==> config.mk <==
export PLATFORM = sky130hd
export DESIGN_NAME = rxd_rx_control
export DESIGN_NICKNAME = d
export VERILOG_FILES = /design/src/rtl/rxd_serial_rx.v /design/src/rtl/rxd_rx_control.v
export VERILOG_INCLUDE_DIRS = /design/src /design/src/rtl
export SDC_FILE = /design/constraint.sdc
export NUM_CORES = 1
export LEC_CHECK = 0
export BUFFER_PORTS_ARGS = -buffer_cell sky130_fd_sc_hd__buf_2
export CORE_MARGIN = 2
export CORE_UTILIZATION = 59
export DETAILED_ROUTE_END_ITERATION = 6
export GPL_TIMING_DRIVEN = 0
export HOLD_SLACK_MARGIN = 0.08
export PLACE_DENSITY = 0.87
export SLEW_MARGIN = 20
export SYNTH_ARGS = -nofsm -noshare
export SYNTH_HDL_FRONTEND = slang
export SYNTH_SLANG_ARGS = --single-unit
export TNS_END_PERCENT = 20
==> constraint.sdc <==
create_clock -name clock -period 2.3 [get_ports clock]
set_clock_uncertainty 0.2 [all_clocks]
set_input_delay 0.115 -clock clock [delete_from_list [all_inputs] [get_ports clock]]
set_output_delay 0.115 -clock clock [all_outputs]
set_load 0.02 [all_outputs]
==> src/rtl/rxd_map.vh <==
// Register offsets, field positions, reset values and frame sizes of the receive control decode
`ifndef RXD_MAP_VH
`define RXD_MAP_VH

// Serial frame: address first, then data, both MSB first
`define RXD_ADDR_W          5
`define RXD_DATA_W          27
`define RXD_FRAME_BITS      6'h20

// Register addresses
`define RXD_ADDR_GPO        5'h07
`define RXD_ADDR_GENERAL_OUTPUT_ONE       5'h17
`define RXD_ADDR_TX_REF     5'h1D
`define RXD_ADDR_RX_GAIN    5'h02
`define RXD_ADDR_BASEBAND_CLOCK_OUTPUT_REGISTER  5'h03
`define RXD_ADDR_MODE       5'h04

// Field positions
`define RXD_GENERAL_OUTPUT_TWO_HI         3
`define RXD_GENERAL_OUTPUT_TWO_LO         2
`define RXD_GENERAL_OUTPUT_THREE_LEVEL      4
`define RXD_GENERAL_OUTPUT_THREE_LOCK_SEL   5
`define RXD_GENERAL_OUTPUT_ONE_HI         25
`define RXD_GENERAL_OUTPUT_ONE_LO         24
`define RXD_REF_SOFT_EN     14
`define RXD_REF_TYPE_SEL    23
`define RXD_LNA_HI          15
`define RXD_LNA_LO          14
`define RXD_PGA_HI          11
`define RXD_PGA_LO          8
`define RXD_INSEL_HI        2
`define RXD_INSEL_LO        0
`define RXD_LVDS_DRIVE      0
`define RXD_MODE_GSM        0

// Input selection codes
`define RXD_IN_MAIN         3'h1
`define RXD_IN_MON_A        3'h2
`define RXD_IN_MON_B        3'h4
`define RXD_IN_MON_C        3'h5

// LNA gain codes
`define RXD_LNA_HIGH        2'h0
`define RXD_LNA_MED         2'h1
`define RXD_LNA_LOW         2'h2

// PGA step size in dB
`define RXD_PGA_STEP_DB     6'h03

// Reset values
`define RXD_GPO_RST         27'h0000000
`define RXD_GENERAL_OUTPUT_ONE_RST        27'h0000000
`define RXD_TX_REF_RST      27'h0000000
`define RXD_RX_GAIN_RST     27'h0000001
`define RXD_BASEBAND_CLOCK_OUTPUT_REGISTER_RST   27'h0000001
`define RXD_MODE_RST        27'h0000000

`endif

==> src/rtl/rxd_serial_rx.v <==
// Serial control port receiver: pin synchronisers and frame shifter
`timescale 1ns/10ps
`include "rxd_map.vh"
module rxd_serial_rx (
    input  wire                    clock,
    input  wire                    nrst,
    input  wire                    ce,
    input  wire                    ser_clk,
    input  wire                    ser_cs_n,
    input  wire                    ser_din,
    output reg                     wr_strobe_reg,
    output reg  [`RXD_ADDR_W-1:0]  wr_addr_reg,
    output reg  [`RXD_DATA_W-1:0]  wr_data_reg
);
    reg  [2:0]  sclk_sync_reg;
    reg  [2:0]  cs_sync_reg;
    reg  [2:0]  din_sync_reg;
    reg         sclk_reg;
    reg         cs_n_reg;
    reg         din_reg;
    reg  [5:0]  count_reg;
    reg  [31:0] shift_reg;
    wire        sclk_rise;
    wire [31:0] shift_next;

    // Three-stage synchronisers; a level counts once stages two and three agree
    always @(posedge clock or negedge nrst) begin
        if (!nrst) begin
            sclk_sync_reg <= 3'h0;
            cs_sync_reg   <= 3'h7;
            din_sync_reg  <= 3'h0;
            sclk_reg      <= 1'b0;
            cs_n_reg      <= 1'b1;
            din_reg       <= 1'b0;
        end else if (ce) begin
            sclk_sync_reg <= {sclk_sync_reg[1:0], ser_clk};
            cs_sync_reg   <= {cs_sync_reg[1:0], ser_cs_n};
            din_sync_reg  <= {din_sync_reg[1:0], ser_din};
            if (sclk_sync_reg[1] == sclk_sync_reg[2])
                sclk_reg <= sclk_sync_reg[2];
            if (cs_sync_reg[1] == cs_sync_reg[2])
                cs_n_reg <= cs_sync_reg[2];
            if (din_sync_reg[1] == din_sync_reg[2])
                din_reg <= din_sync_reg[2];
        end
    end

    // Data is filtered one stage behind the clock, so it is sampled settled at the edge
    assign sclk_rise  = (sclk_sync_reg[2] == sclk_sync_reg[1]) && sclk_sync_reg[2] && !sclk_reg;
    assign shift_next = {shift_reg[30:0], din_reg};

    // Shift on each rising serial clock; a frame ends on its last bit
    always @(posedge clock or negedge nrst) begin
        if (!nrst) begin
            count_reg     <= 6'h00;
            shift_reg     <= 32'h00000000;
            wr_strobe_reg <= 1'b0;
            wr_addr_reg   <= {`RXD_ADDR_W{1'b0}};
            wr_data_reg   <= {`RXD_DATA_W{1'b0}};
        end else if (ce) begin
            wr_strobe_reg <= 1'b0;
            if (cs_n_reg) begin
                count_reg <= 6'h00; // Deselect drops a partial frame
            end else if (sclk_rise) begin
                shift_reg <= shift_next;
                if (count_reg == `RXD_FRAME_BITS - 6'h01) begin
                    count_reg     <= 6'h00;
                    wr_strobe_reg <= 1'b1;
                    wr_addr_reg   <= shift_next[31:27];
                    wr_data_reg   <= shift_next[26:0];
                end else begin
                    count_reg <= count_reg + 6'h01;
                end
            end
        end
    end
endmodule // rxd_serial_rx

==> src/rtl/rxd_rx_control.v <==
// Receive path control decode: serial registers, gain, input, reference and GPO decode, bitstream out
`timescale 1ns/10ps
module rxd_rx_control (
    input  wire        clock,
    input  wire        nrst,
    input  wire        ce,
    input  wire        ser_clk,
    input  wire        ser_cs_n,
    input  wire        ser_din,
    input  wire        ref_buffer_enable_pin,
    input  wire        synth_lock,
    input  wire        mod_sample_valid,
    input  wire        mod_bit_i,
    input  wire        mod_bit_q,
    output reg         general_output_one,
    output reg         general_output_one_oe_n,
    output reg         general_output_two,
    output reg         general_output_two_oe_n,
    output reg         general_output_three,
    output reg         ref_clock_output_on,
    output reg         ref_clock_output_low_voltage,
    output reg  [2:0]  rx_input_select,
    output reg         rx_monitor_active,
    output reg  [1:0]  lna_gain_code,
    output reg  [3:0]  baseband_amp_gain_code,
    output reg  [5:0]  baseband_amp_gain_db,
    output reg         lvds_drive_current_select,
    output reg         adc_rate_gsm,
    output reg         rx_bitstream_i,
    output reg         rx_bitstream_q
);
    `include "rxd_map.vh"

    wire                    wr_strobe;
    wire [`RXD_ADDR_W-1:0]  wr_addr;
    wire [`RXD_DATA_W-1:0]  wr_data;

    reg  [`RXD_DATA_W-1:0]  gpo_reg;
    reg  [`RXD_DATA_W-1:0]  general_output_one_reg;
    reg  [`RXD_DATA_W-1:0]  tx_synth_reference_register_reg;
    reg  [`RXD_DATA_W-1:0]  rx_gain_reg;
    reg  [`RXD_DATA_W-1:0]  baseband_clock_output_register_reg;
    reg  [`RXD_DATA_W-1:0]  mode_reg;
    reg  [2:0]              ref_buffer_enable_pin_sync_reg;
    reg  [2:0]              lock_sync_reg;
    reg                     ref_buffer_enable_pin_reg;
    reg                     lock_reg;
    reg  [2:0]              insel_next;
    reg  [1:0]              lna_next;
    reg  [1:0]              gpo_one_next;
    reg  [1:0]              gpo_two_next;
    reg  [1:0]              ref_next;

    // Receive input limited to legal codes; others fall back to the main input
    function [2:0] rxd_input_decode;
        input [2:0] code;
        begin
            case (code)
                `RXD_IN_MAIN:  rxd_input_decode = `RXD_IN_MAIN;
                `RXD_IN_MON_A: rxd_input_decode = `RXD_IN_MON_A;
                `RXD_IN_MON_B: rxd_input_decode = `RXD_IN_MON_B;
                `RXD_IN_MON_C: rxd_input_decode = `RXD_IN_MON_C;
                default:       rxd_input_decode = `RXD_IN_MAIN;
            endcase
        end
    endfunction

    // Gain code legal for the chosen input; input 4 has no medium state
    function [1:0] rxd_lna_decode;
        input [2:0] insel;
        input [1:0] code;
        begin
            case (code)
                `RXD_LNA_HIGH: rxd_lna_decode = `RXD_LNA_HIGH;
                `RXD_LNA_MED:  rxd_lna_decode = (insel == `RXD_IN_MON_B) ? `RXD_LNA_LOW : `RXD_LNA_MED;
                default:       rxd_lna_decode = `RXD_LNA_LOW;
            endcase
        end
    endfunction

    // Reference mode as {on, low voltage}; the strap wins so the clock exists before any serial write
    function [1:0] rxd_ref_decode;
        input strap;
        input soft_en;
        input type_sel;
        begin
            if (strap)
                rxd_ref_decode = 2'h2;
            else if (!soft_en)
                rxd_ref_decode = 2'h0;
            else
                rxd_ref_decode = {1'b1, type_sel};
        end
    endfunction

    // Output pin field as {level, release}; a set high bit lets the pin float
    function [1:0] rxd_gpo_decode;
        input [1:0] field;
        begin
            rxd_gpo_decode = {field[0], field[1]};
        end
    endfunction

    // Serial frame receiver
    rxd_serial_rx u_serial (
        .clock         (clock),
        .nrst          (nrst),
        .ce            (ce),
        .ser_clk       (ser_clk),
        .ser_cs_n      (ser_cs_n),
        .ser_din       (ser_din),
        .wr_strobe_reg (wr_strobe),
        .wr_addr_reg   (wr_addr),
        .wr_data_reg   (wr_data)
    );

    // Register file; writes to unknown addresses are dropped
    always @(posedge clock or negedge nrst) begin
        if (!nrst) begin
            gpo_reg                            <= `RXD_GPO_RST;
            general_output_one_reg                           <= `RXD_GENERAL_OUTPUT_ONE_RST;
            tx_synth_reference_register_reg    <= `RXD_TX_REF_RST;
            rx_gain_reg                        <= `RXD_RX_GAIN_RST;
            baseband_clock_output_register_reg <= `RXD_BASEBAND_CLOCK_OUTPUT_REGISTER_RST;
            mode_reg                           <= `RXD_MODE_RST;
        end else if (ce && wr_strobe) begin
            case (wr_addr)
                `RXD_ADDR_GPO:       gpo_reg                            <= wr_data;
                `RXD_ADDR_GENERAL_OUTPUT_ONE:      general_output_one_reg                           <= wr_data;
                `RXD_ADDR_TX_REF:    tx_synth_reference_register_reg    <= wr_data;
                `RXD_ADDR_RX_GAIN:   rx_gain_reg                        <= wr_data;
                `RXD_ADDR_BASEBAND_CLOCK_OUTPUT_REGISTER: baseband_clock_output_register_reg <= wr_data;
                `RXD_ADDR_MODE:      mode_reg                           <= wr_data;
                default:             mode_reg                           <= mode_reg;
            endcase
        end
    end

    // Pin synchronisers for the reference enable strap and synthesizer lock
    always @(posedge clock or negedge nrst) begin
        if (!nrst) begin
            ref_buffer_enable_pin_sync_reg <= 3'h0;
            lock_sync_reg  <= 3'h0;
            ref_buffer_enable_pin_reg      <= 1'b0;
            lock_reg       <= 1'b0;
        end else if (ce) begin
            ref_buffer_enable_pin_sync_reg <= {ref_buffer_enable_pin_sync_reg[1:0], ref_buffer_enable_pin};
            lock_sync_reg  <= {lock_sync_reg[1:0], synth_lock};
            if (ref_buffer_enable_pin_sync_reg[1] == ref_buffer_enable_pin_sync_reg[2])
                ref_buffer_enable_pin_reg <= ref_buffer_enable_pin_sync_reg[2];
            if (lock_sync_reg[1] == lock_sync_reg[2])
                lock_reg <= lock_sync_reg[2];
        end
    end

    // Input and gain legalisation ahead of the output flops
    always @* begin
        insel_next = rxd_input_decode(rx_gain_reg[`RXD_INSEL_HI:`RXD_INSEL_LO]);
        lna_next   = rxd_lna_decode(insel_next, rx_gain_reg[`RXD_LNA_HI:`RXD_LNA_LO]);
        gpo_one_next = rxd_gpo_decode(general_output_one_reg[`RXD_GENERAL_OUTPUT_ONE_HI:`RXD_GENERAL_OUTPUT_ONE_LO]);
        gpo_two_next = rxd_gpo_decode(gpo_reg[`RXD_GENERAL_OUTPUT_TWO_HI:`RXD_GENERAL_OUTPUT_TWO_LO]);
        ref_next     = rxd_ref_decode(ref_buffer_enable_pin_reg,
                                      tx_synth_reference_register_reg[`RXD_REF_SOFT_EN],
                                      tx_synth_reference_register_reg[`RXD_REF_TYPE_SEL]);
    end

    // Decoded control outputs, one cycle after the register write
    always @(posedge clock or negedge nrst) begin
        if (!nrst) begin
            general_output_one           <= 1'b0;
            general_output_one_oe_n      <= 1'b1;
            general_output_two           <= 1'b0;
            general_output_two_oe_n      <= 1'b1;
            general_output_three         <= 1'b0;
            ref_clock_output_on          <= 1'b0;
            ref_clock_output_low_voltage <= 1'b0;
            rx_input_select              <= `RXD_IN_MAIN;
            rx_monitor_active            <= 1'b0;
            lna_gain_code                <= `RXD_LNA_HIGH;
            baseband_amp_gain_code       <= 4'h0;
            baseband_amp_gain_db         <= 6'h00;
            lvds_drive_current_select    <= 1'b1;
            adc_rate_gsm                 <= 1'b0;
        end else if (ce) begin
            // Output pin fields decoded ahead as {level, release}
            general_output_one      <= gpo_one_next[1];
            general_output_one_oe_n <= gpo_one_next[0];
            general_output_two      <= gpo_two_next[1];
            general_output_two_oe_n <= gpo_two_next[0];
            general_output_three    <= gpo_reg[`RXD_GENERAL_OUTPUT_THREE_LOCK_SEL] ? lock_reg : gpo_reg[`RXD_GENERAL_OUTPUT_THREE_LEVEL];
            // Reference mode decoded ahead as {on, low voltage}
            ref_clock_output_on          <= ref_next[1];
            ref_clock_output_low_voltage <= ref_next[0];
            rx_input_select        <= insel_next;
            rx_monitor_active      <= (insel_next != `RXD_IN_MAIN);
            lna_gain_code          <= lna_next;
            baseband_amp_gain_code <= rx_gain_reg[`RXD_PGA_HI:`RXD_PGA_LO];
            baseband_amp_gain_db   <= {2'h0, rx_gain_reg[`RXD_PGA_HI:`RXD_PGA_LO]} * `RXD_PGA_STEP_DB;
            lvds_drive_current_select <= baseband_clock_output_register_reg[`RXD_LVDS_DRIVE];
            adc_rate_gsm           <= mode_reg[`RXD_MODE_GSM];
        end
    end

    // Bitstream pass-through: samples retimed, no coding, no clock leaves the block
    always @(posedge clock or negedge nrst) begin
        if (!nrst) begin
            rx_bitstream_i <= 1'b0;
            rx_bitstream_q <= 1'b0;
        end else if (ce && mod_sample_valid) begin
            rx_bitstream_i <= mod_bit_i;
            rx_bitstream_q <= mod_bit_q;
        end
    end
endmodule // rxd_rx_control

-- Word level (Yosys, flattened, before mapping)
Index checks and enable logic that the tools add are counted.
- input port bits: 11
- logic and storage cells: 92
- register bits after elaboration: 190
- output and inout port bits: 27
- reduce and logical (&&, ||, !) cells: 21
- mux-type cells: 12
- $mul: 1
- $add $sub $neg: 1
- bitwise operators: 1
- equal/unequal tests: 19
- operator list (kind ; count):
    $reduce_and A2 Y1 ; 12
    $mux W6 ; 3
    $eq A5 B2 Y1 const B ; 2
    $eq A5 B3 Y1 const B ; 2
    $eq A5 B5 Y1 const B ; 2
    $eq A3 B3 Y1 const B ; 3
    $pmux W3 S3 ; 1
    $add A6 B1 Y6 const B ; 1
    $eq A1 B1 Y1 ; 6
    $eq A6 B5 Y1 const B ; 1
    $mul A4 B2 Y6 const B ; 1
    $mux W2 ; 3
    $logic_and A1 B1 Y1 ; 4
    $mux W1 ; 4
    $pmux W2 S2 ; 1
    $reduce_and A4 Y1 ; 1
    $eq A3 B2 Y1 const B ; 1
    $ne A3 B1 Y1 const B ; 1
    $reduce_and A3 Y1 ; 1
    $eq A2 B1 Y1 const B ; 1
    $logic_not A2 Y1 ; 1
    $reduce_bool A2 Y1 ; 1
    $logic_not A1 Y1 ; 1
    $not A1 Y1 ; 1

-- Depth between registers and ports, before layout
- word-level depth: 5
- gate-level depth with buffers: 6
- depth with buffers taken out: 6

-- Modules after synthesis
From an unflattened synthesis, not the netlist that was laid out.
- cell total of the unflattened synthesis: 446
- area, all modules: 5517.8 um^2
- by module, submodules not included (module ; cells an instance ; seq. area each (um^2) ; area an instance (um^2) ; instances):
    rxd_serial_rx ; 273 ; 2057.0 ; 3211.8 ; 1
    rxd_rx_control ; 173 ; 1333.8 ; 2306.0 ; 1

-- Worst setup path before layout
No wires, ideal clock.
- kind: register -> register
- start point: register u_serial.sclk_sync_reg[2]
- end point: register u_serial.wr_addr_reg[0]
- required time: 1.975 ns
- clock period less this slack: 1.913 ns
- setup slack: 0.387 ns
- path buffers: 2
- arrival: 1.588 ns
- stages on the path, launching flop included: 7
- library setup time: 0.125 ns
- cell sequence: dfrtp_1 -> ha_1 -> nand4bb_1 -> buf_4 -> nor4_4 -> buf_6 -> mux2_2
- word-level cells in the longest chain between the ends: 4
- ends and longest elaborated chain (element ; RTL line ; source):
    start, declared ; rxd_serial_rx.v:15 ; reg [2:0] sclk_sync_reg;
    start signal, assigned ; rxd_serial_rx.v:36 ; sclk_sync_reg <= {sclk_sync_reg[1:0], ser_clk};
    $eq A1 B1 Y1 ; rxd_serial_rx.v:49 ; assign sclk_rise = (sclk_sync_reg[2] == sclk_sync_reg[1]) && sclk_sync_reg[2] && !sclk_reg;
    $logic_and A1 B1 Y1 * (2 in a row) ; rxd_serial_rx.v:49 ;
    $reduce_and A4 Y1 (no line) * ; -- ;
    end signal, assigned ; rxd_serial_rx.v:58 ; wr_addr_reg <= {`RXD_ADDR_W{1'b0}};
    end signal, assigned ; rxd_serial_rx.v:69 ; wr_addr_reg <= shift_next[31:27];
    end, declared ; rxd_serial_rx.v:12 ; output reg [`RXD_ADDR_W-1:0] wr_addr_reg,
Every way passes the cells marked *; elsewhere a longest branch is shown, timed or not.
A chain may end at the register's enable or synchronous reset.

-- Final worst setup path
- start point: register u_serial.sclk_sync_reg[2]
- end point: register u_serial.wr_data_reg[9]
- word-level cells in the longest chain between the ends: 4
- ends and longest elaborated chain (element ; RTL line ; source):
    $eq A1 B1 Y1 ; rxd_serial_rx.v:49 ;
    $logic_and A1 B1 Y1 * (2 in a row) ; rxd_serial_rx.v:49 ;
    $reduce_and A4 Y1 (no line) * ; -- ;
    end signal, assigned ; rxd_serial_rx.v:59 ; wr_data_reg <= {`RXD_DATA_W{1'b0}};
    end signal, assigned ; rxd_serial_rx.v:70 ; wr_data_reg <= shift_next[26:0];
    end, declared ; rxd_serial_rx.v:13 ; output reg [`RXD_DATA_W-1:0] wr_data_reg
Marks and branches as above.

==> results.py <==
metrics = {
    "finish": {
        "fillers": 478,
        "n_antenna_cell": 0,
        "drive_gt1_frac": 0.3147,
        "regArea_sq_um": 3090,
        "nNetsFinal": 508,
        "syn_to_final_growth_pct": 22.11,
        "multi_input_area_sq_um": 1767,
        "instances_no_fill": 607,
        "largest_reg_flops": 31,
    },
    "drt": {
        "wl_per_cell_um": 18.08,
        "antenna_left": 0,
        "dr.pass1.iters": 5,
        "first_iter_violations": 266,
        "drt_drc_violations_left": 0,
        "num_vias": 3476,
        "drt_wl_total_um": 10970,
        "via_per_inst": 5.727,
    },
    "power": {
        "p_per_area_nw_per_um2": 899.4,
        "finalPower_w": 0.005482,
        "vdd_drop_max_mv": 0.4849,
        "p_leak_nw": 3.105,
    },
    "grt": {
        "overflow": 0,
        "grt_util_all_layers": 0.2657,
        "antenna_found_initial": 0,
        "grt_max_degree": 86,
        "grt_pass1_vias": 3704,
        "grt_pass1_wl_um": 18020,
    },
    "clocking": {
        "cts_root_buffer": "clkbuf_8",
        "path_clk_slew_ns": 0.06,
        "cts.sinks": 123,
        "cts_buffer_depth": 2,
        "cts_setup_buffers": 0,
        "clock_latency_ns": 0.51,
        "htreeDepth": 4,
        "cts_made_buffers": 17,
        "cts_tree": "yes",
    },
    "worst_setup_path": {
        "startpoint_type": "flip-flop",
        "path_max_fanout": 10,
        "r2r_cells": 6,
        "critPathKind": "reg -> reg",
        "arrival_ns": 2.29,
        "r2r-end": "u_serial.wr_data_reg[9]",
        "rr_startpoint": "u_serial.sclk_sync_reg[2]",
        "r2r_slack_ns": 0.20,
        "critPathLaunch": "u_serial.sclk_sync_reg[2]",
        "worstSetupEndpointType": "flip-flop",
        "cp.required_ns": 2.49,
    },
    "floorplan": {
        "ios": 38,
        "start_util": 0.6074,
        "core-area_sq_um": 8217,
        "die_w_um": 95.98,
        "die_area_sq_um": 9211,
        "die_h_um": 95.98,
        "rows": 33,
    },
    "min_path": {
        "whs_endpoint": "u_serial.cs_sync_reg[0]",
        "whs_path_depth": 3,
        "min_from": "ser_cs_n",
        "hold_class": "in -> reg",
    },
    "timing": {
        "finalCritPeriodShare": 0.9120,
        "worst_slack_ns": 0.2024,
        "min_period_ns": 2.098,
        "hold_viol": 0,
        "rsz0062_at_grt": "no",
        "maxSlewViolCount": 0,
        "fmax_ghz": 0.4767,
        "slew_headroom": 0.5337,
        "setup_viol": 0,
        "tightestPinTransition_ns": 0.6931,
    },
    "synthesis": {
        "yosysWarningCount": 0,
        "synth_area_sq_um": 4991,
        "synth_nets": 437,
        "avgSynthCellArea_sq_um": 11.94,
        "ys_seq_area_frac": 0.6192,
        "syn_inst": 418,
        "ys_ff_latch": 123,
        "synth_cell_types": 40,
    },
    "place": {
        "dp_worst_setup_slack_ns": 0.2067,
        "dp_cells": 561,
        "dpl.hpwl_um": 6256,
        "gp_congestion": 0.7524,
        "portBuffers": 37,
    },
    "status": {
        "status": "complete, no violations",
    },
    "flow_run": {
        "drv_cap": 0,
    },
}
logic make-up (layout without fill, tap and decap cells):
kind of cell | after synthesis | count (layout) | share of synthesized area
buffers and inverters | 28 | 112 | 0.02682
AO/OA/AOI/OAI | 42 | 42 | 0.04764
multiplexers | 67 | 67 | 0.1509
XOR/XNOR | 4 | 4 | 0.007021
adder cells (fa/ha/maj) | 8 | 8 | 0.02156
flip-flops | 123 | 123 | 0.6192
AND/OR/NAND/NOR | 146 | 146 | 0.1268
power by group:
part	internal (W)	switching (W)	leakage, nW	total [W]
sequential	0.00231	0.000118	1.63	0.00243
clock	0.00173	0.000935	0.294	0.00267
combinational	0.000156	0.000235	1.18	0.000391
cells in the mapped netlist:
cell,n,area share
dfrtp_1,113,0.57
nand2_1,109,0.082
mux2_2,65,0.15
o21ai_0,22,0.022
nor2_1,13,0.0098
a21oi_1,12,0.012
dfstp_2,10,0.053
inv_1,9,0.0068
clkbuf_1,7,0.0053
ha_1,7,0.018
buf_2,5,0.0050
nor3_1,5,0.0050
buf_1,3,0.0023
nand3_1,3,0.0030
nor2b_1,3,0.0038
buf_4,2,0.0030
buf_6,2,0.0045
nand2b_1,2,0.0025
nand3b_1,2,0.0030
nor4_1,2,0.0025
xnor2_1,2,0.0035
xor2_1,2,0.0035
a21o_1,1,0.0015
a22o_1,1,0.0018
a32o_1,1,0.0020
fa_1,1,0.0040
mux2_1,1,0.0023
mux2i_1,1,0.0020
nand4bb_1,1,0.0023
nor2_4,1,0.0023
nor3b_1,1,0.0015
nor4_4,1,0.0043
nor4bb_1,1,0.0020
o21a_1,1,0.0015
o21bai_1,1,0.0015
o2bb2ai_1,1,0.0018
o311a_1,1,0.0020
o31ai_1,1,0.0015
or3_1,1,0.0013
or3b_2,1,0.0018
per-layer routing:
metal | up-vias | global-route usage | share of wire
met3 | 22 | 0.09789 | 0.057
met4 | 0 | 0.1012 | 0.021
met5 | - | 0 | 0
met1 | 1767 | 0.3127 | 0.40
met2 | 140 | 0.4458 | 0.52
li1 | 1547 | - | -
repair_timing:
item,CTS,global route
hold endpoints to repair,136,0
gates resized for setup,0,3
setup endpoints to repair,0,5
hold buffers,14,0
critical path, stage by stage, from the launching register on:
cell,delay [ns]
dfrtp_1,0.38
ha_1,0.22
nand4bb_1,0.14
buf_4,0.21
nor4_4,0.26
buf_6,0.22
mux2_2,0.35
area by class of cell:
class / instances / area share
plain buffers: 19 / 0.01663
clock buffers: 21 / 0.07534
clock inverters: 11 / 0.02340
inverters: 9 / 0.005543
multi-input cells: 267 / 0.2899
flip-flops and latches: 123 / 0.5071
well taps: 105 / 0.02156
repair buffers: 52 / 0.06056
worst max-delay path by stage:
stage,endpoint,depth (start not counted),slack (ns)
after detailed placement,u_serial.wr_data_reg[11],6,0.21
after CTS,u_serial.wr_data_reg[1],6,0.09
after floorplan,u_serial.wr_addr_reg[0],6,0.39
after global placement,baseband_amp_gain_db[2],1,-0.48
final,u_serial.wr_data_reg[9],6,0.20
after global routing,u_serial.wr_data_reg[9],6,0.11
stage by stage:
stage / instance area (sq um) / hold slack, ns / utilization / setup TNS, ns
CTS: 6093 / 0.1567 / 0.7416 / 0
floorplan: 4991 / -0.3806 / - / 0
global route: 6095 / 0.1872 / 0.7417 / 0
finish: 6095 / 0.1831 / 0.7417 / 0
detailed placement: 5341 / -0.1583 / 0.6501 / 0
global placement: 5308 / 0.1470 / 0.6460 / -53.18
placed cells by master (no fill, tap or decap), drive strengths merged, types with 2 or more instances in the layout:
master       count
ha               7
xor2             2
nand3            3
clkbuf          27
dlygate4sd3     13
xnor2            2
o21ai           22
clkinvlp         2
dfrtp          113
nand3b           2
nand2b           2
dfstp           10
clkinv           6
nor4             3
nor2b            3
buf             52
a21oi           12
nor2            14
nand2          109
nor3             5
inv              9
mux2            66
bufinv           3
Note: power is estimated with default switching activity, not from simulation.
